==> src/hdl/orient_pkg.sv <==
package orient_pkg;

    // ****************************************************************
    // Timing
    // ****************************************************************
    localparam int CLK_HZ          = 50_000_000;
    localparam int MS_PER_S        = 1000;
    localparam int CYCLES_PER_MS   = CLK_HZ / MS_PER_S;
    localparam int COMPLETE_DELAY_MS = 500;
    localparam int STOP_CHECK_TICKS  = 2;

    // ****************************************************************
    // Register map
    // ****************************************************************
    localparam int ADDR_W = 8;
    localparam logic [ADDR_W-1:0] ADDR_CTRL   = 8'h00;
    localparam logic [ADDR_W-1:0] ADDR_CREEP  = 8'h04;
    localparam logic [ADDR_W-1:0] ADDR_GAIN   = 8'h08;
    localparam logic [ADDR_W-1:0] ADDR_DELAY  = 8'h0c;
    localparam logic [ADDR_W-1:0] ADDR_STOP   = 8'h10;
    localparam logic [ADDR_W-1:0] ADDR_BRAKE  = 8'h14;
    localparam logic [ADDR_W-1:0] ADDR_ZONE   = 8'h18;
    localparam logic [ADDR_W-1:0] ADDR_STATUS = 8'h1c;

    localparam int SEL_W      = 4;
    localparam int SEL_LSB    = 0;
    localparam int DIR_LSB    = 4;
    localparam int VEC_BIT    = 6;
    localparam int ST_CMPL    = 0;
    localparam int ST_FAULT   = 1;
    localparam int ST_ATT_LSB = 2;
    localparam int ST_REJECT  = 4;
    localparam int ST_BRAKE   = 5;
    localparam int ST_SERVO   = 6;
    localparam int ST_POS_LSB = 16;

    localparam logic [SEL_W-1:0] SEL_RST    = 4'h0;
    localparam logic [SEL_W-1:0] SEL_MAX    = 4'hd;
    localparam logic [1:0]       DIR_RST    = 2'h0;
    localparam logic [15:0]      CREEP_RST  = 16'h0032;
    localparam logic [15:0]      GAIN_RST   = 16'h0001;
    localparam logic [15:0]      DELAY_RST  = 16'h01f4;
    localparam logic [15:0]      STOP_RST   = 16'h0000;
    localparam logic [15:0]      BRAKE_RST  = 16'h0005;
    localparam logic [15:0]      ZONE_RST   = 16'h0005;
    localparam logic [1:0]       ATTEMPT_MAX = 2'h3;

    // ****************************************************************
    // Behaviour per selection value, bit n for value n
    // ****************************************************************
    localparam logic [13:0] SERVO_MASK  = 14'h255e;
    localparam logic [13:0] RETRY_MASK  = 14'h0880;
    localparam logic [13:0] COMP_MASK   = 14'h306c;
    localparam logic [13:0] DCHOLD_MASK = 14'h3fe1;
    localparam logic [13:0] RUNCLR_MASK = 14'h01e7;
    localparam logic [13:0] EXITCLR_MASK = 14'h001f;

    localparam logic [1:0] DIR_CURRENT = 2'h0;
    localparam logic [1:0] DIR_FWD     = 2'h1;
    localparam logic [1:0] DIR_REV     = 2'h2;

    typedef enum logic [3:0] {
        S_IDLE, S_TURN, S_APPROACH, S_BRAKE, S_COMP, S_SETTLE, S_DONE, S_FAULT
    } state_t;

endpackage

==> src/hdl/quad_position_counter.sv <==
module quad_position_counter
    import orient_pkg::*;
#(
    parameter int W = 16
) (
    input  wire logic         i_clk,
    input  wire logic         i_reset_n,
    input  wire logic         i_a,
    input  wire logic         i_b,
    output logic [W-1:0]      o_pos
);

    logic [1:0] prev;
    logic [1:0] cur;

    assign cur = {i_a, i_b};

    always_ff @(posedge i_clk or negedge i_reset_n) begin
        if (!i_reset_n) begin
            prev <= 2'h0;
            o_pos <= '0;
        end else begin
            prev <= cur;
            // Gray sequence 00-10-11-01 counts up, the reverse counts down.
            case ({prev, cur})
                4'h2, 4'hb, 4'hd, 4'h4: o_pos <= o_pos + W'(1);
                4'h1, 4'h7, 4'he, 4'h8: o_pos <= o_pos - W'(1);
                default: o_pos <= o_pos;
            endcase
        end
    end

endmodule

==> src/hdl/spindle_orientation_hold_control.sv <==
// Functional notes
// - Servo hold before completion only for selections 1,2,3,4,6,8,10,13.
// - No servo torque while position is inside the brake start width.
// - Hold by DC brake; servo torque pulls shaft back when outside width.
// - Retry enabled only for selections 7 and 11.
// - Retry and servo hold are never enabled together.
// - With retry, a stop outside the zone restarts orientation.
// - At most three attempts, the first one included.
// - Fault flag held off while a retry is running.
// - Selections 2,3,5,6,12,13 raise frequency when stopped short of zone.
// - Compensation ramps frequency up gradually, capped at creep speed.
// - Compensation and retry are never enabled together.
// - After completion, leaving zone: DC brake for 0,5-13, servo for 1-4.
// - Completion clears on run or orient off (0,1,2,5-8), else orient only.
// - Leaving zone after completion clears flag for 0-4, keeps it for 5-13.
// - Orient off with run on abandons orientation, accelerates to command.
// - Servo torque frequency ramps to creep speed at position loop gain slope.
// - Vector mode direction: current, forward or reverse, turning first.
// - Completion after resting in zone for the completion delay.
// - Completion and fault flags stay off while orient command is off.
//
// The APB slave port and the address map are this design's own decisions.
module spindle_orientation_hold_control
    import orient_pkg::*;
#(
    parameter int TICK_CYCLES = CYCLES_PER_MS,
    parameter int POS_W       = 16
) (
    input  wire logic              I_CORE_CLK,
    input  wire logic              I_RESET_N,
    input  wire logic              I_PSEL,
    input  wire logic              I_PENABLE,
    input  wire logic              I_PWRITE,
    input  wire logic [ADDR_W-1:0] I_PADDR,
    input  wire logic [31:0]       I_PWDATA,
    output logic [31:0]            O_PRDATA,
    output logic                   O_PREADY,
    output logic                   O_PSLVERR,
    input  wire logic              I_ORIENT_CMD,
    input  wire logic              I_FWD_RUN,
    input  wire logic              I_REV_RUN,
    input  wire logic              I_ENC_A,
    input  wire logic              I_ENC_B,
    output logic                   O_ORIENT_COMPLETE,
    output logic                   O_ORIENT_FAULT,
    output logic                   O_DC_BRAKE,
    output logic                   O_SERVO_TORQUE,
    output logic [15:0]            O_FREQ_CMD,
    output logic                   O_DIR_REV,
    output logic                   O_ACCEL_TO_CMD
);

    // ****************************************************************
    // Pin synchronisers
    // ****************************************************************
    logic [4:0] sync1;
    logic [4:0] sync2;

    always_ff @(posedge I_CORE_CLK or negedge I_RESET_N) begin
        if (!I_RESET_N) begin
            sync1 <= 5'h00;
            sync2 <= 5'h00;
        end else begin
            sync1 <= {I_ENC_B, I_ENC_A, I_REV_RUN, I_FWD_RUN, I_ORIENT_CMD};
            sync2 <= sync1;
        end
    end

    logic orient_on;
    logic fwd_on;
    logic rev_on;
    logic run_on;
    logic run_prev;
    logic run_fell;

    assign orient_on = sync2[0];
    assign fwd_on    = sync2[1];
    assign rev_on    = sync2[2];
    assign run_on    = fwd_on | rev_on;
    assign run_fell  = run_prev & ~run_on;

    logic [POS_W-1:0] pos;

    quad_position_counter #(.W(POS_W)) u_counter (
        .i_clk     (I_CORE_CLK),
        .i_reset_n (I_RESET_N),
        .i_a       (sync2[3]),
        .i_b       (sync2[4]),
        .o_pos     (pos)
    );

    // ****************************************************************
    // Settings registers and APB slave
    // ****************************************************************
    logic [SEL_W-1:0] sel;
    logic [1:0]       dir_set;
    logic             vec_mode;
    logic [15:0]      creep;
    logic [15:0]      gain;
    logic [15:0]      delay_ms;
    logic [15:0]      stop_pos;
    logic [15:0]      brake_w;
    logic [15:0]      zone_w;
    logic             reject;
    logic [1:0]       attempts;
    state_t           state;

    logic wr;
    logic setup;
    logic [SEL_W-1:0] wr_sel;

    assign wr     = I_PSEL & I_PENABLE & I_PWRITE;
    assign setup  = I_PSEL & ~I_PENABLE;
    assign wr_sel = I_PWDATA[SEL_LSB +: SEL_W];

    always_ff @(posedge I_CORE_CLK or negedge I_RESET_N) begin
        if (!I_RESET_N) begin
            sel      <= SEL_RST;
            dir_set  <= DIR_RST;
            vec_mode <= 1'b0;
            creep    <= CREEP_RST;
            gain     <= GAIN_RST;
            delay_ms <= DELAY_RST;
            stop_pos <= STOP_RST;
            brake_w  <= BRAKE_RST;
            zone_w   <= ZONE_RST;
            reject   <= 1'b0;
        end else if (wr) begin
            if (I_PADDR == ADDR_CTRL) begin
                // An undefined selection keeps the old one and flags the attempt.
                if (wr_sel > SEL_MAX) begin
                    reject <= 1'b1;
                end else begin
                    sel <= wr_sel;
                end
                dir_set  <= I_PWDATA[DIR_LSB +: 2];
                vec_mode <= I_PWDATA[VEC_BIT];
            end else if (I_PADDR == ADDR_CREEP) begin
                creep <= I_PWDATA[15:0];
            end else if (I_PADDR == ADDR_GAIN) begin
                gain <= I_PWDATA[15:0];
            end else if (I_PADDR == ADDR_DELAY) begin
                delay_ms <= I_PWDATA[15:0];
            end else if (I_PADDR == ADDR_STOP) begin
                stop_pos <= I_PWDATA[15:0];
            end else if (I_PADDR == ADDR_BRAKE) begin
                brake_w <= I_PWDATA[15:0];
            end else if (I_PADDR == ADDR_ZONE) begin
                zone_w <= I_PWDATA[15:0];
            end else if (I_PADDR == ADDR_STATUS) begin
                if (I_PWDATA[ST_REJECT]) begin
                    reject <= 1'b0;
                end
            end
        end
    end

    logic [31:0] status;

    always_comb begin
        status = 32'h0000_0000;
        status[ST_CMPL]             = O_ORIENT_COMPLETE;
        status[ST_FAULT]            = O_ORIENT_FAULT;
        status[ST_ATT_LSB +: 2]     = attempts;
        status[ST_REJECT]           = reject;
        status[ST_BRAKE]            = O_DC_BRAKE;
        status[ST_SERVO]            = O_SERVO_TORQUE;
        status[ST_POS_LSB +: POS_W] = pos;
    end

    // Read data is sampled in the setup cycle so the access phase ends at once.
    always_ff @(posedge I_CORE_CLK or negedge I_RESET_N) begin
        if (!I_RESET_N) begin
            O_PRDATA  <= 32'h0000_0000;
            O_PSLVERR <= 1'b0;
            O_PREADY  <= 1'b0;
        end else begin
            O_PREADY <= 1'b1;
            if (setup) begin
                O_PSLVERR <= 1'b0;
                O_PRDATA  <= 32'h0000_0000;
                if (I_PADDR == ADDR_CTRL) begin
                    O_PRDATA <= {25'h0, vec_mode, dir_set, sel};
                end else if (I_PADDR == ADDR_CREEP) begin
                    O_PRDATA <= {16'h0, creep};
                end else if (I_PADDR == ADDR_GAIN) begin
                    O_PRDATA <= {16'h0, gain};
                end else if (I_PADDR == ADDR_DELAY) begin
                    O_PRDATA <= {16'h0, delay_ms};
                end else if (I_PADDR == ADDR_STOP) begin
                    O_PRDATA <= {16'h0, stop_pos};
                end else if (I_PADDR == ADDR_BRAKE) begin
                    O_PRDATA <= {16'h0, brake_w};
                end else if (I_PADDR == ADDR_ZONE) begin
                    O_PRDATA <= {16'h0, zone_w};
                end else if (I_PADDR == ADDR_STATUS) begin
                    O_PRDATA <= status;
                end else begin
                    O_PSLVERR <= 1'b1;
                end
            end
        end
    end

    // ****************************************************************
    // Behaviour decode and position terms
    // ****************************************************************
    logic servo_en;
    logic retry_en;
    logic comp_en;
    logic dc_hold;
    logic clr_on_run;
    logic clr_on_exit;

    assign servo_en    = SERVO_MASK[sel];
    // Masking retry against the other two keeps it exclusive; servo hold and compensation can both be enabled.
    assign retry_en    = RETRY_MASK[sel] & ~SERVO_MASK[sel] & ~COMP_MASK[sel];
    assign comp_en     = COMP_MASK[sel] & ~RETRY_MASK[sel];
    assign dc_hold     = DCHOLD_MASK[sel];
    assign clr_on_run  = RUNCLR_MASK[sel];
    assign clr_on_exit = EXITCLR_MASK[sel];

    logic [15:0] err;
    logic [15:0] abs_err;
    logic        in_brake;
    logic        in_zone;

    assign err      = stop_pos - pos;
    assign abs_err  = err[15] ? 16'(-err) : err;
    assign in_brake = abs_err <= brake_w;
    assign in_zone  = abs_err <= zone_w;

    // One tick per millisecond paces ramps, stop checks and the delay.
    logic [31:0] tick_cnt;
    logic        tick;

    assign tick = tick_cnt == 32'(TICK_CYCLES - 1);

    always_ff @(posedge I_CORE_CLK or negedge I_RESET_N) begin
        if (!I_RESET_N) begin
            tick_cnt <= 32'h0;
        end else begin
            tick_cnt <= tick ? 32'h0 : tick_cnt + 32'h1;
        end
    end

    logic [POS_W-1:0] last_pos;
    logic [1:0]       still_ticks;
    logic             stopped;

    assign stopped = still_ticks == 2'(STOP_CHECK_TICKS);

    always_ff @(posedge I_CORE_CLK or negedge I_RESET_N) begin
        if (!I_RESET_N) begin
            last_pos    <= '0;
            still_ticks <= 2'h0;
            run_prev    <= 1'b0;
        end else begin
            run_prev <= run_on;
            if (tick) begin
                last_pos <= pos;
                if (pos != last_pos) begin
                    still_ticks <= 2'h0;
                end else if (!stopped) begin
                    still_ticks <= still_ticks + 2'h1;
                end
            end
        end
    end

    logic [15:0] ramp_up;
    logic [15:0] ramp_dn;
    logic [16:0] sum;

    assign sum     = {1'b0, O_FREQ_CMD} + {1'b0, gain};
    assign ramp_up = (sum > {1'b0, creep}) ? creep : sum[15:0];
    assign ramp_dn = (O_FREQ_CMD > gain) ? 16'(O_FREQ_CMD - gain) : 16'h0;

    logic target_rev;

    always_comb begin
        target_rev = rev_on;
        if (vec_mode && dir_set == DIR_FWD) begin
            target_rev = 1'b0;
        end else if (vec_mode && dir_set == DIR_REV) begin
            target_rev = 1'b1;
        end
    end

    // ****************************************************************
    // Orientation sequence
    // ****************************************************************
    logic [15:0] settle_ms;

    always_ff @(posedge I_CORE_CLK or negedge I_RESET_N) begin
        if (!I_RESET_N) begin
            state             <= S_IDLE;
            attempts          <= 2'h0;
            settle_ms         <= 16'h0;
            O_ORIENT_COMPLETE <= 1'b0;
            O_ORIENT_FAULT    <= 1'b0;
            O_DC_BRAKE        <= 1'b0;
            O_SERVO_TORQUE    <= 1'b0;
            O_FREQ_CMD        <= 16'h0;
            O_DIR_REV         <= 1'b0;
            O_ACCEL_TO_CMD    <= 1'b0;
        end else if (!orient_on) begin
            state             <= S_IDLE;
            attempts          <= 2'h0;
            O_ORIENT_COMPLETE <= 1'b0;
            O_ORIENT_FAULT    <= 1'b0;
            O_DC_BRAKE        <= 1'b0;
            O_SERVO_TORQUE    <= 1'b0;
            O_FREQ_CMD        <= 16'h0;
            O_ACCEL_TO_CMD    <= run_on;
        end else begin
            O_ACCEL_TO_CMD <= 1'b0;
            case (state)
                S_IDLE: begin
                    if (run_on) begin
                        attempts <= 2'h1;
                        if (vec_mode && dir_set != DIR_CURRENT && target_rev != rev_on) begin
                            O_FREQ_CMD <= creep;
                            O_DIR_REV  <= rev_on;
                            state      <= S_TURN;
                        end else begin
                            O_DIR_REV <= target_rev;
                            state     <= S_APPROACH;
                        end
                    end
                end
                S_TURN: begin
                    if (O_FREQ_CMD == 16'h0) begin
                        O_DIR_REV <= target_rev;
                        state     <= S_APPROACH;
                    end else if (tick) begin
                        O_FREQ_CMD <= ramp_dn;
                    end
                end
                S_APPROACH: begin
                    O_DC_BRAKE <= 1'b0;
                    if (in_brake) begin
                        O_FREQ_CMD <= 16'h0;
                        state      <= S_BRAKE;
                    end else if (tick) begin
                        O_FREQ_CMD <= ramp_up;
                    end
                end
                S_BRAKE: begin
                    if (servo_en && !in_brake) begin
                        O_DC_BRAKE     <= 1'b0;
                        O_SERVO_TORQUE <= 1'b1;
                        O_DIR_REV      <= err[15];
                        if (tick) begin
                            O_FREQ_CMD <= ramp_up;
                        end
                    end else begin
                        O_DC_BRAKE     <= 1'b1;
                        O_SERVO_TORQUE <= 1'b0;
                        O_FREQ_CMD     <= 16'h0;
                    end
                    if (stopped && in_zone) begin
                        settle_ms <= 16'h0;
                        state     <= S_SETTLE;
                    end else if (stopped && retry_en && attempts < ATTEMPT_MAX) begin
                        attempts   <= attempts + 2'h1;
                        O_DC_BRAKE <= 1'b0;
                        state      <= S_APPROACH;
                    end else if (stopped && comp_en && !in_brake) begin
                        O_DC_BRAKE <= 1'b0;
                        state      <= S_COMP;
                    end else if (stopped && !servo_en && !comp_en) begin
                        O_ORIENT_FAULT <= 1'b1;
                        state          <= S_FAULT;
                    end
                end
                S_COMP: begin
                    if (in_brake) begin
                        O_FREQ_CMD <= 16'h0;
                        state      <= S_BRAKE;
                    end else if (tick) begin
                        O_FREQ_CMD <= ramp_up;
                    end
                end
                S_SETTLE: begin
                    if (!in_zone) begin
                        state <= S_BRAKE;
                    end else if (settle_ms >= delay_ms) begin
                        O_ORIENT_COMPLETE <= 1'b1;
                        state             <= S_DONE;
                    end else if (tick) begin
                        settle_ms <= settle_ms + 16'h1;
                    end
                end
                S_DONE: begin
                    // Run may drop while orient stays on; the hold continues.
                    if (run_fell && clr_on_run) begin
                        O_ORIENT_COMPLETE <= 1'b0;
                    end
                    if (!in_zone) begin
                        O_DC_BRAKE     <= dc_hold;
                        O_SERVO_TORQUE <= ~dc_hold;
                        if (!dc_hold && tick) begin
                            O_FREQ_CMD <= ramp_up;
                        end
                        if (clr_on_exit) begin
                            O_ORIENT_COMPLETE <= 1'b0;
                            state             <= S_BRAKE;
                        end
                    end else begin
                        O_DC_BRAKE     <= 1'b1;
                        O_SERVO_TORQUE <= 1'b0;
                        O_FREQ_CMD     <= 16'h0;
                    end
                end
                S_FAULT: begin
                    O_ORIENT_FAULT <= 1'b1;
                end
                default: begin
                    state <= S_IDLE;
                end
            endcase
        end
    end

endmodule
==> config.mk <==
export PLATFORM = sky130hd
export DESIGN_NAME = spindle_orientation_hold_control
export DESIGN_NICKNAME = d
export VERILOG_FILES = /design/src/hdl/orient_pkg.sv /design/src/hdl/quad_position_counter.sv /design/src/hdl/spindle_orientation_hold_control.sv
export SDC_FILE = /design/constraint.sdc
export NUM_CORES = 1
export LEC_CHECK = 0
export BUFFER_PORTS_ARGS = -buffer_cell sky130_fd_sc_hd__buf_2
export CORE_MARGIN = 10
export CORE_UTILIZATION = 50
export DETAILED_ROUTE_END_ITERATION = 7
export PLACE_DENSITY = 0.68
export SYNTH_ARGS = -nofsm -noshare
export SYNTH_HDL_FRONTEND = slang
export SYNTH_SLANG_ARGS = --single-unit
export TNS_END_PERCENT = 20
==> constraint.sdc <==
create_clock -name I_CORE_CLK -period 8.04 [get_ports I_CORE_CLK]
set_input_delay 1.608 -clock I_CORE_CLK [delete_from_list [all_inputs] [get_ports I_CORE_CLK]]
set_output_delay 1.608 -clock I_CORE_CLK [all_outputs]
set_load 0.01 [all_outputs]
==> results_dict.tcl <==
set metrics [dict create \
    status "finished, final reports clean" \
    syn-cell-area_sq_um 17000 \
    drive_above_1_share 0.151 \
    dpl.hpwl_mm 36.0 \
    rsz0062_at_grt "no" \
    die_w_microns 204 \
    required_ns 8.56 \
    io_pins 106 \
    powerDensity_nw_per_um2 255 \
    synth_edf_count 0 \
    drt_iter0_markers 1153 \
    timing.final.ws_setup_ns 1.15 \
    via_count 14100 \
    die_h_microns 204 \
    critPathSlowestCell "xnor2_1" \
    synth_fp_nets 2010 \
    h-tree-depth 1 \
    cts_root_buf "clkbuf_16" \
    whs_path_depth 0 \
    min_period_over_period 0.857 \
    synth_cells 1821 \
    path_delay_family "compound AO/OA/AOI/OAI gates" \
    portBuffers 89 \
    crit_arrival_ns 7.41 \
    synth_top_area_share 0.362 \
    grt.total_usage 0.230 \
    fmax_ghz 0.145 \
    cp.depth 21 \
    ys_ff_latch 260 \
    antenna_found_initial 1 \
    fin_setup_tns_ns 0 \
    synth_top_flop_cell "dfrtp_1" \
    drv_slew 0 \
    final_common_cell "dfrtp_1" \
    crit_type "flip-flop to flip-flop" \
    post_cts_buffers 0 \
    synth.distinct_cells 80 \
    yosysSeqAreaShare 0.384 \
    overflow 0 \
    clk_pin_slew_ns 0.06 \
    maxCapViolCount 0 \
    place_ws_ns 1.32 \
    diodes 0 \
    grt_pass1_vias 13900 \
    cts_resized 0 \
    mostFrequentLayoutCells "dfrtp_1, nand2_1, ha_1" \
    ant_nets 0 \
    async_reset_ff_frac 1.00 \
    nNetsFinal 2069 \
    cts_inserted_buffers 31 \
    cts_tree "yes" \
    initial_utilization 0.507 \
    ctsHoldBuffers 0 \
    cts.sinks 260 \
    crit_path_max_incr_delay_ns 0.80 \
    firstDrtPassIters 6 \
    wl_per_cell_microns 20.6 \
    synth_area_leader_cell "dfrtp_1" \
    slew_headroom 0.206 \
    min_period_ns 6.89 \
    rr_worst_depth 21 \
    grt_max_degree 151 \
    ir_worst_vdd_v 0.000171 \
    finClkSkew_ns 0.0105 \
    worstMarginPinSlew_ns 1.18 \
    area_growth_pct 11.8 \
    critPathBufInv 1 \
    gp_congestion 0.964 \
    drc_errors 0 \
    finalHoldViolCount 0 \
    vias_per_cell 5.99 \
    rows 67 \
    clk_latency_ns 0.58 \
    synthTopCellsByArea "dfrtp_1, ha_1, mux2_2" \
    drt_wl_total_mm 48.5 \
    crit_path_end_kind "flip-flop" \
    cp_cell_sequence "inv_1 > ha_1 > nor2b_1 > o31ai_1 > a211oi_1 > o2111ai_1 > nand4b_1 > a21oi_1 > xnor2_1 > o41ai_1 > xnor2_1 > ha_1 > nand4_1 > nor4_1 > o21ai_0 > o211ai_1 > and2_1 > a311o_1 > nor2_1 > nor4_1 > o21a_1" \
    p_leak_nw 9.03 \
    grt_pass1_wl_mm 77.4 \
    core_sq_um 33500 \
    hold_path_class "flip-flop to flip-flop" \
    clock_path_buffers 3 \
    start_kind "flip-flop" \
    yosys_warnings 0 \
    crit_fanout 19 \
    syn_avg_cell_area_sq_um 9.33 \
    dieArea_sq_um 41800 \
    finalSetupViolCount 0 \
]
## Yosys cell counts, types with 9 or more instances
| cell type | n |
|---|---|
| ha_1 | 135 |
| a21oi_1 | 113 |
| inv_1 | 130 |
| and2_1 | 9 |
| or3_1 | 9 |
| o21a_1 | 15 |
| mux2i_1 | 14 |
| nand4_1 | 21 |
| a22o_1 | 16 |
| o31ai_1 | 13 |
| nor2_1 | 126 |
| dfrtp_1 | 246 |
| o22ai_1 | 12 |
| nor4_1 | 17 |
| nand2b_1 | 13 |
| clkbuf_1 | 62 |
| o211ai_1 | 10 |
| nor3_1 | 29 |
| a222oi_1 | 10 |
| nand2_1 | 171 |
| a31oi_1 | 10 |
| dfstp_2 | 14 |
| a221oi_1 | 21 |
| mux2_2 | 86 |
| xnor2_1 | 87 |
| and3_1 | 21 |
| nor2b_1 | 21 |
| nand3_1 | 52 |
| xor2_1 | 37 |
| a21o_1 | 24 |
| o21ai_0 | 126 |
## worst paths after layout
path	to	slack, ns	from
max reg2reg	O_ORIENT_FAULT	1.15	u_counter.o_pos[1]
min in group asynchronous	tick_cnt[26]	1.11	I_RESET_N
min reg2reg	sync2[4]	0.35	sync1[4]
max in group asynchronous	delay_ms[12]	5.58	I_RESET_N
min	sync2[4]	0.35	sync1[4]
max	O_ORIENT_FAULT	1.15	u_counter.o_pos[1]
## cell type report
class	count	area [sq um]
fill	3052	14500
multi-input combinational	1353	9680
sequential	260	6520
clock buffer	44	895
timing repair buffer	103	573
tap	448	561
inverter	131	492
clock inverter	14	277
## layer usage
metal	global-route usage	wire, microns
met1	0.307	21200
met2	0.375	22700
met3	0.0293	2970
met4	0.0841	1660
met5	0	17
## sequential cells by signal, indices dropped and copies added, names as in the netlist, 2 cells and up
register         flops
brake_w             16
sel                  4
settle_ms           16
stop_pos            16
gain                16
O_FREQ_CMD          16
O_PRDATA            32
still_ticks          2
zone_w              16
attempts             2
delay_ms            16
sync2                5
dir_set              2
state                3
u_counter.o_pos     16
last_pos            16
sync1                5
tick_cnt            32
creep               16
u_counter.prev       2
## through the flow
stage	total power [mW]	std cells	util	area (sq um)	hold WS (ns)
after floorplan	2.77	1821	-	17000	0.331
after global placement	3.19	2295	0.532	17800	0.332
after detailed placement	3.24	2295	0.532	17800	0.335
after CTS	4.85	2353	0.567	19000	0.349
after global routing	5.13	2353	0.567	19000	0.354
final	4.84	2353	0.567	19000	0.346
## where the power goes
group / internal (mW) / total [mW] / switching [mW]
registers: 1.39 / 1.57 / 0.176
logic: 0.675 / 1.68 / 1.01
clock network: 1.00 / 1.60 / 0.594
## cells by family (layout without fill, tap and decap cells)
logic type	count (synthesis)	count (layout)	synth area share
simple gates	528	528	0.151
compound gates	454	454	0.175
flops	260	260	0.384
buf+inv	208	292	0.0476
fa+ha+maj	139	139	0.104
xor+xnor	124	124	0.0639
mux	107	107	0.0745
other cells	1	1	0.000221
## worst reg2reg max path, stage by stage, from the launching register on
cell and delay [ns]:
dfrtp_1 0.55, inv_1 0.09, ha_1 0.28, nor2b_1 0.21
o31ai_1 0.15, a211oi_1 0.56, o2111ai_1 0.18, nand4b_1 0.12
a21oi_1 0.12, xnor2_1 0.80, o41ai_1 0.24, xnor2_1 0.22
ha_1 0.30, nand4_1 0.16, nor4_1 0.42, o21ai_0 0.15
o211ai_1 0.33, and2_1 0.42, a311o_1 0.79, nor2_1 0.25
nor4_1 0.34, o21a_1 0.15
Note: power is estimated with default switching activity, not from simulation.
